==> src/t16_pkg.sv <==
package t16_pkg;
	// register offsets in the byte-wide register space
	localparam logic [7:0] OFS_CTRL_CLOCK = 8'h81;
	localparam logic [7:0] OFS_CTRL_FORCE = 8'h82;
	localparam logic [7:0] OFS_COUNT = 8'h84;
	localparam logic [7:0] OFS_CAPTURE = 8'h86;
	localparam logic [7:0] OFS_CMP_A = 8'h88;
	localparam logic [7:0] OFS_CMP_B = 8'h8a;
	localparam logic [7:0] OFS_HIGH = 8'h01;

	// field positions in timer_control_force
	localparam int FORCE_A_BIT = 7;
	localparam int FORCE_B_BIT = 6;

	// reset values
	localparam logic [7:0] RST_BYTE = 8'h00;
	localparam logic [15:0] RST_WORD = 16'h0000;

	// clock select codes
	localparam logic [2:0] CS_STOP = 3'h0;
	localparam logic [2:0] CS_DIV1 = 3'h1;
	localparam logic [2:0] CS_DIV8 = 3'h2;
	localparam logic [2:0] CS_DIV64 = 3'h3;
	localparam logic [2:0] CS_DIV256 = 3'h4;
	localparam logic [2:0] CS_DIV1024 = 3'h5;
	localparam logic [2:0] CS_EXT_FALL = 3'h6;
	localparam logic [2:0] CS_EXT_RISE = 3'h7;

	// prescaler width: 1024 = 2**10
	localparam int PRESC_W = 10;

	// waveform modes that matter here
	localparam logic [3:0] WM_NORMAL = 4'h0;
	localparam logic [3:0] WM_CTC_A = 4'h4;
	localparam logic [3:0] WM_PFC_ICR = 4'h8;
	localparam logic [3:0] WM_PC_ICR = 4'ha;
	localparam logic [3:0] WM_CTC_ICR = 4'hc;
	localparam logic [3:0] WM_FAST_ICR = 4'he;

	// fixed tops
	localparam logic [15:0] TOP_MAX = 16'hffff;
	localparam logic [15:0] TOP_8BIT = 16'h00ff;
	localparam logic [15:0] TOP_9BIT = 16'h01ff;
	localparam logic [15:0] TOP_10BIT = 16'h03ff;

	// compare output modes in non-pwm operation
	localparam logic [1:0] COM_OFF = 2'h0;
	localparam logic [1:0] COM_TOGGLE = 2'h1;
	localparam logic [1:0] COM_CLEAR = 2'h2;
	localparam logic [1:0] COM_SET = 2'h3;

	// noise filter needs this many equal samples
	localparam int FILT_LEN = 4;

	typedef struct packed {
		logic wr;
		logic rd;
		logic [7:0] addr;
		logic [7:0] wdata;
	} t16_bus_t;

	typedef struct packed {
		logic noise_en;
		logic edge_sel;
		logic unused;
		logic [1:0] mode_hi;
		logic [2:0] clksel;
	} t16_ctrl_clock_t;
endpackage : t16_pkg

==> src/t16_core.sv <==
`timescale 1ns/100ps
module t16_core
	import t16_pkg::*;
(
	input wire logic mclk,
	input wire logic rst_n,
	input wire logic clk_en,
	input wire t16_bus_t bus,
	output logic [7:0] rdata,
	input wire logic [1:0] waveform_mode_lo,
	input wire logic [1:0] compare_output_mode_a,
	input wire logic [1:0] compare_output_mode_b,
	input wire logic capture_from_comparator,
	input wire logic comparator_out,
	input wire logic external_count_pin,
	input wire logic capture_input_pin,
	output logic wave_out_a,
	output logic wave_out_b,
	output logic match_a,
	output logic match_b,
	output logic capture_event
);
	t16_ctrl_clock_t ctrl_reg;
	logic [15:0] count_reg, capture_reg, cmp_a_reg, cmp_b_reg;
	logic [7:0] temp_reg;
	logic [PRESC_W-1:0] presc_reg;
	logic [2:0] ext_sync_reg, cap_sync_reg;
	logic block_reg, ext_lvl_reg, ext_prev_reg;
	logic cap_lvl_reg, cap_filt_reg, cap_prev_reg;
	logic [FILT_LEN-1:0] cap_hist_reg;
	logic [3:0] mode;
	logic [15:0] top;
	logic non_pwm, icr_top, tick, ext_rise, ext_fall, wr_go, rd_go;
	logic cnt_wr, hit_a, hit_b, force_a, force_b, cap_level, cap_edge;

	// counter tick for a clock select code
	function automatic logic sel_tick(input logic [2:0] cs,
		input logic [PRESC_W-1:0] p, input logic rise, input logic fall);
		logic t;
		t = 1'b0;
		unique case (cs)
			CS_STOP: t = 1'b0;
			CS_DIV1: t = 1'b1;
			CS_DIV8: t = &p[2:0];
			CS_DIV64: t = &p[5:0];
			CS_DIV256: t = &p[7:0];
			CS_DIV1024: t = &p[9:0];
			CS_EXT_FALL: t = fall;
			CS_EXT_RISE: t = rise;
		endcase
		return t;
	endfunction : sel_tick

	// top value for a waveform mode
	function automatic logic [15:0] mode_top(input logic [3:0] m,
		input logic [15:0] ocra, input logic [15:0] icr);
		logic [15:0] v;
		v = TOP_MAX;
		unique case (m)
			4'h1, 4'h5: v = TOP_8BIT;
			4'h2, 4'h6: v = TOP_9BIT;
			4'h3, 4'h7: v = TOP_10BIT;
			4'h4, 4'h9, 4'hb, 4'hf: v = ocra;
			4'h8, 4'ha, 4'hc, 4'he: v = icr;
			default: v = TOP_MAX;
		endcase
		return v;
	endfunction : mode_top

	// new output level for a match under a compare output mode
	function automatic logic wave_next(input logic [1:0] com,
		input logic cur);
		logic v;
		v = cur;
		unique case (com)
			COM_OFF: v = cur;
			COM_TOGGLE: v = ~cur;
			COM_CLEAR: v = 1'b0;
			COM_SET: v = 1'b1;
		endcase
		return v;
	endfunction : wave_next

	assign mode = {ctrl_reg.mode_hi, waveform_mode_lo};
	assign top = mode_top(mode, cmp_a_reg, capture_reg);
	assign non_pwm = (mode == WM_NORMAL) || (mode == WM_CTC_A) ||
		(mode == WM_CTC_ICR);
	assign icr_top = (mode == WM_PFC_ICR) || (mode == WM_PC_ICR) ||
		(mode == WM_CTC_ICR) || (mode == WM_FAST_ICR);
	assign ext_rise = ext_lvl_reg & ~ext_prev_reg;
	assign ext_fall = ~ext_lvl_reg & ext_prev_reg;
	assign tick = sel_tick(ctrl_reg.clksel, presc_reg, ext_rise,
		ext_fall);
	assign wr_go = clk_en & bus.wr;
	assign rd_go = clk_en & bus.rd;
	// low-byte write commits both bytes
	assign cnt_wr = wr_go && (bus.addr == OFS_COUNT);
	assign force_a = wr_go && (bus.addr == OFS_CTRL_FORCE) &&
		bus.wdata[FORCE_A_BIT] && non_pwm;
	assign force_b = wr_go && (bus.addr == OFS_CTRL_FORCE) &&
		bus.wdata[FORCE_B_BIT] && non_pwm;
	assign hit_a = clk_en && tick && !block_reg &&
		(count_reg == cmp_a_reg);
	assign hit_b = clk_en && tick && !block_reg &&
		(count_reg == cmp_b_reg);
	assign cap_level = capture_from_comparator ? comparator_out :
		cap_filt_reg;
	assign cap_edge = clk_en && !icr_top && (cap_level != cap_prev_reg)
		&& (cap_level == ctrl_reg.edge_sel);

	always_ff @(posedge mclk)
	begin
		if (!rst_n)
			presc_reg <= '0;
		else if (clk_en)
			presc_reg <= presc_reg + 1'b1;
	end

	// pin synchronisers: a change counts once stages two and three agree
	always_ff @(posedge mclk)
	begin
		if (!rst_n)
		begin
			ext_sync_reg <= 3'h0;
			ext_lvl_reg <= 1'b0;
			ext_prev_reg <= 1'b0;
			cap_sync_reg <= 3'h0;
			cap_lvl_reg <= 1'b0;
		end
		else if (clk_en)
		begin
			ext_sync_reg <= {ext_sync_reg[1:0], external_count_pin};
			if (ext_sync_reg[1] == ext_sync_reg[2])
				ext_lvl_reg <= ext_sync_reg[2];
			ext_prev_reg <= ext_lvl_reg;
			cap_sync_reg <= {cap_sync_reg[1:0], capture_input_pin};
			if (cap_sync_reg[1] == cap_sync_reg[2])
				cap_lvl_reg <= cap_sync_reg[2];
		end
	end

	// noise filter costs latency, so it is optional
	always_ff @(posedge mclk)
	begin
		if (!rst_n)
		begin
			cap_hist_reg <= '0;
			cap_filt_reg <= 1'b0;
			cap_prev_reg <= 1'b0;
		end
		else if (clk_en)
		begin
			cap_hist_reg <= {cap_hist_reg[FILT_LEN-2:0], cap_lvl_reg};
			if (!ctrl_reg.noise_en)
				cap_filt_reg <= cap_lvl_reg;
			else if (&cap_hist_reg)
				cap_filt_reg <= 1'b1;
			else if (~|cap_hist_reg)
				cap_filt_reg <= 1'b0;
			cap_prev_reg <= cap_level;
		end
	end

	always_ff @(posedge mclk)
	begin
		if (!rst_n)
			ctrl_reg <= RST_BYTE;
		else if (wr_go && bus.addr == OFS_CTRL_CLOCK)
			ctrl_reg <= bus.wdata;
	end

	// shared holding byte: high-byte writes and low-byte reads fill it
	always_ff @(posedge mclk)
	begin
		if (!rst_n)
			temp_reg <= RST_BYTE;
		else if (wr_go && bus.addr[0])
			temp_reg <= bus.wdata;
		else if (rd_go)
		begin
			unique case (bus.addr)
				OFS_COUNT: temp_reg <= count_reg[15:8];
				OFS_CAPTURE: temp_reg <= capture_reg[15:8];
				OFS_CMP_A: temp_reg <= cmp_a_reg[15:8];
				OFS_CMP_B: temp_reg <= cmp_b_reg[15:8];
				default: temp_reg <= temp_reg;
			endcase
		end
	end

	// a cpu write wins over a tick in the same cycle
	always_ff @(posedge mclk)
	begin
		if (!rst_n)
			count_reg <= RST_WORD;
		else if (cnt_wr)
			count_reg <= {temp_reg, bus.wdata};
		else if (clk_en && tick)
			count_reg <= (count_reg == top) ? RST_WORD :
				count_reg + 1'b1;
	end

	// stays set until the timer clock after the write has passed
	always_ff @(posedge mclk)
	begin
		if (!rst_n)
			block_reg <= 1'b0;
		else if (cnt_wr)
			block_reg <= 1'b1;
		else if (clk_en && tick)
			block_reg <= 1'b0;
	end

	// hardware capture wins over a cpu write in the same cycle
	always_ff @(posedge mclk)
	begin
		if (!rst_n)
			capture_reg <= RST_WORD;
		else if (cap_edge)
			capture_reg <= count_reg;
		else if (wr_go && bus.addr == OFS_CAPTURE)
			capture_reg <= {temp_reg, bus.wdata};
	end

	always_ff @(posedge mclk)
	begin
		if (!rst_n)
		begin
			cmp_a_reg <= RST_WORD;
			cmp_b_reg <= RST_WORD;
		end
		else if (wr_go && bus.addr == OFS_CMP_A)
			cmp_a_reg <= {temp_reg, bus.wdata};
		else if (wr_go && bus.addr == OFS_CMP_B)
			cmp_b_reg <= {temp_reg, bus.wdata};
	end

	// flag pulses come from real matches only
	always_ff @(posedge mclk)
	begin
		if (!rst_n)
		begin
			match_a <= 1'b0;
			match_b <= 1'b0;
			capture_event <= 1'b0;
		end
		else if (clk_en)
		begin
			match_a <= hit_a;
			match_b <= hit_b;
			capture_event <= cap_edge;
		end
	end

	// pwm shaping is the waveform unit's; only non-pwm modes move here
	always_ff @(posedge mclk)
	begin
		if (!rst_n)
		begin
			wave_out_a <= 1'b0;
			wave_out_b <= 1'b0;
		end
		else if (clk_en && non_pwm)
		begin
			if (hit_a || force_a)
				wave_out_a <= wave_next(compare_output_mode_a,
					wave_out_a);
			if (hit_b || force_b)
				wave_out_b <= wave_next(compare_output_mode_b,
					wave_out_b);
		end
	end

	// high bytes read back the holding byte; force bits read zero
	always_ff @(posedge mclk)
	begin
		if (!rst_n)
			rdata <= RST_BYTE;
		else if (rd_go)
		begin
			unique case (bus.addr)
				OFS_CTRL_CLOCK: rdata <= ctrl_reg;
				OFS_CTRL_FORCE: rdata <= RST_BYTE;
				OFS_COUNT: rdata <= count_reg[7:0];
				OFS_CAPTURE: rdata <= capture_reg[7:0];
				OFS_CMP_A: rdata <= cmp_a_reg[7:0];
				OFS_CMP_B: rdata <= cmp_b_reg[7:0];
				OFS_COUNT + OFS_HIGH, OFS_CAPTURE + OFS_HIGH,
				OFS_CMP_A + OFS_HIGH, OFS_CMP_B + OFS_HIGH:
					rdata <= temp_reg;
				default: rdata <= RST_BYTE;
			endcase
		end
	end
endmodule : t16_core

==> config.mk <==
export PLATFORM = sky130hd
export DESIGN_NAME = t16_core
export DESIGN_NICKNAME = d
export VERILOG_FILES = /design/src/t16_pkg.sv /design/src/t16_core.sv
export SDC_FILE = /design/constraint.sdc
export NUM_CORES = 1
export LEC_CHECK = 0
export BUFFER_PORTS_ARGS = -buffer_cell sky130_fd_sc_hd__buf_2
export CORE_ASPECT_RATIO = 1.5
export CORE_UTILIZATION = 56
export DETAILED_ROUTE_END_ITERATION = 10
export GPL_TIMING_DRIVEN = 0
export PLACE_DENSITY = 0.77
export RECOVER_POWER = 100
export SYNTH_ARGS = -nofsm -noshare
export SYNTH_HDL_FRONTEND = slang
export SYNTH_SLANG_ARGS = --single-unit
==> constraint.sdc <==
create_clock -name mclk -period 2.1 [get_ports mclk]
set_input_delay 0.21 -clock mclk [delete_from_list [all_inputs] [get_ports mclk]]
set_output_delay 0.21 -clock mclk [all_outputs]
set_load 0.02 [all_outputs]
==> impl_metrics.ini <==
[final_layout]
sequential_area_um2 = 2400
multi_input_area_um2 = 4970
fin_util_pct = 74.2
insertedDiodeCount = 0
flow.area_growth_from_synthesis_pct = 28.4
nFillCells = 948
layoutNonFillerInstCount = 1150
total_nets_final = 1015
final_layout_size_suffix_gt1_share_pct = 24.8

[die]
die_w_um = 95.0
initial_util_pct = 57.7
die_h_um = 141
floorplan.die_area_um2 = 13400
floorplan.core_area_um2 = 12600
row_count = 50
io_pins = 44

[pwr]
p_leak_nw = 3.81
irDropWorstVdd_uv = 707
fin_total_pwr_mw = 5.96
pwr_density_cell_nw_per_um2 = 639

[yosys]
syn_area_per_cell_um2 = 8.25
yosys-top-cells-area = dfxtp_1 33%, mux2i_1 7.4%, nand2_1 5.7%, a21boi_0 4.0%, a22oi_1 3.9%
synth.top_cell.area_share_pct = 32.8
synthMostInstantiatedCell = dfxtp_1
post_synth_most_frequent_cells = 119 x dfxtp_1, 110 x nand2_1, 54 x mux2i_1
yosys.area.top_type = dfxtp_1
ys_dominant_reg_cell = dfxtp_1
ys_seq_area_share_pct = 32.8
postSynth.asyncResetShare_pct = 0
synth_edf_count = 0
syn-num-nets = 914
ys_types = 71
synth.yosys.warnings = 0
mappedNetlistArea_um2 = 7260
synth_seq_cells = 119
postSynthCellCount = 880

[worst_setup_path]
startpoint_type = flip-flop
critical_path.max_stage_delay_ns = 0.57
critical_path_peak_fanout = 7
worst_setup_path_end_kind = flip-flop
timing_worst_setup_path_type = reg2reg
critical-path-slowest-cell = or4_4
cp_cell_sequence = buf_2 -> inv_2 -> a221o_1 -> or4_4 -> o41ai_4 -> mux2_4 -> a21boi_2
cpLargestDelayFamily = compound AO/OA/AOI/OAI gates
cp_data_arrival_time_ns = 2.95
timing.critical_path.required_ns = 2.46
path_buf_inv = 2
regToRegSetupSlack_ns = -0.49

[sta]
slew-limit-headroom_pct = 50.3
setup_slack_ns = -0.487
final_min_period_over_clock_period_pct = 123
hold_viol_final = 0
setup_tns_ns = -9.21
rsz0062_at_grt = true
finalClockSkew_ns = 0.0109
setup_viol = 50
fin_crit_ns = 2.59
timing_worst_slew_pin_value_ns = 0.745
report.final.slew_viol_count = 0
final.hold.worst_slack_ns = 0.0459
maxClockFrequency_mhz = 387

[run]
drv_cap = 0

[placement]
detailed_place_hpwl_um = 19400
number_of_i_o_port_buffers = 39
placedCellCount = 1075
gp_congestion = 1.01

[detailed_routing]
via_per_inst = 6.79
detailroute.via_count = 7812
finalWirelength_um = 29200
initialDrtViolationCount = 815
remaining_drc_errors = 0
routed_wire_length_per_instance_um = 25.4
ant_nets = 0
dr.pass1.iters = 9

[clock_network]
tritoncts_num_sinks = 119
ctsHoldBuffers = 0
cts_tree = done
cts_max_path_buffers = 2
cts_htree_levels = 4
clock_latency_ns = 0.42
cts.clk_slew.worst_paths_ns = 0.06
number_of_buffers_created_by_cts = 17
cts.root.buffer_cell = clkbuf_16

[global_route]
largest_net_degree_at_the_start_of_global_routing = 17
number_of_antenna_violations_at_the_first_check_in_global_routing = 0
grt_total_ovfl = 0
vias_in_the_first_global_route = 7696
grt_util_all_layers_pct = 44.3
global_route_wire_length_before_repair_um = 43600

[min_path]
hold_path.class = in2reg

[run_status]
violations = setup timing
status = finished with violations
[per-layer routing]
layer	vias up	wire, um	global-route usage [%]
met4	0	2620	35.4
met5	-	0	0
met1	3641	10100	48.9
met2	547	13700	70.8
met3	194	2810	11.6
li1	3430	-	-
[tightest hold or removal path, stage by stage]
cell	delay [ns]
buf_2	0.08
mux2i_1	0.05
nor2b_1	0.09
[report_power, final]
group | total [mW] | internal [mW] | switching, mW
logic | 0.455 | 0.155 | 0.300
clock network | 3.16 | 1.92 | 1.24
registers | 2.34 | 2.29 | 0.0491
[final timing paths]
check                    endpoint               from  cells after the start
setup / recovery       wave_out_a       count_reg[6]                      7
hold / removal    cap_sync_reg[0]  capture_input_pin                      3
setup reg to reg       wave_out_a       count_reg[6]                      7
hold reg to reg       ctrl_reg[5]        ctrl_reg[5]                      2
[cells by family (layout without fill, tap and decap cells)]
logic type | after synthesis | count (layout) | synth area share [%]
fa+ha+maj | 3 | 3 | 0.517
simple gates | 309 | 309 | 21.9
xor+xnor | 43 | 43 | 5.19
buf+inv | 92 | 206 | 5.91
flops | 119 | 119 | 32.8
compound gates | 257 | 257 | 25.8
mux | 57 | 57 | 7.91
[cell type report]
cell class	count	share of cell area (%)
buffer	66	4.60
clock buffer	17	4.56
clock inverter	15	2.17
inverter	22	0.886
multi-input combinational	669	53.3
sequential	119	25.8
tap	156	2.09
timing repair buffer	86	6.63
[through the flow]
step	instance area [um^2]	setup slack [ns]
after floorplan	7340	-0.0608
after global placement	7730	-0.744
after detailed placement	7730	-0.786
after CTS	9090	-0.476
after global routing	9330	-0.519
final	9330	-0.487
[layout by cell type, fill, tap and decap left out, types with 10 or more instances in the layout]
master	count
a22oi_1	37
buf_4	40
clkbuf_16	17
o211a_1	19
a21boi_0	36
dfxtp_1	105
inv_1	18
buf_2	39
nand4_1	11
buf_6	15
nor2_1	45
mux2i_1	53
nor2b_1	35
nand3_1	17
o21ai_0	33
xnor2_1	12
nand2_1	110
xor2_1	29
a21oi_1	25
dfxtp_2	12
nor3_1	10
clkbuf_1	36
o22ai_1	10
nand2b_1	12
[repair_timing]
action	CTS	global route
buffers inserted	37	9
setup endpoints to repair	31	53
resized for setup	92	58
cloned	3	0
pin swaps	40	31
No activity file was read; power rests on OpenSTA's default activity.
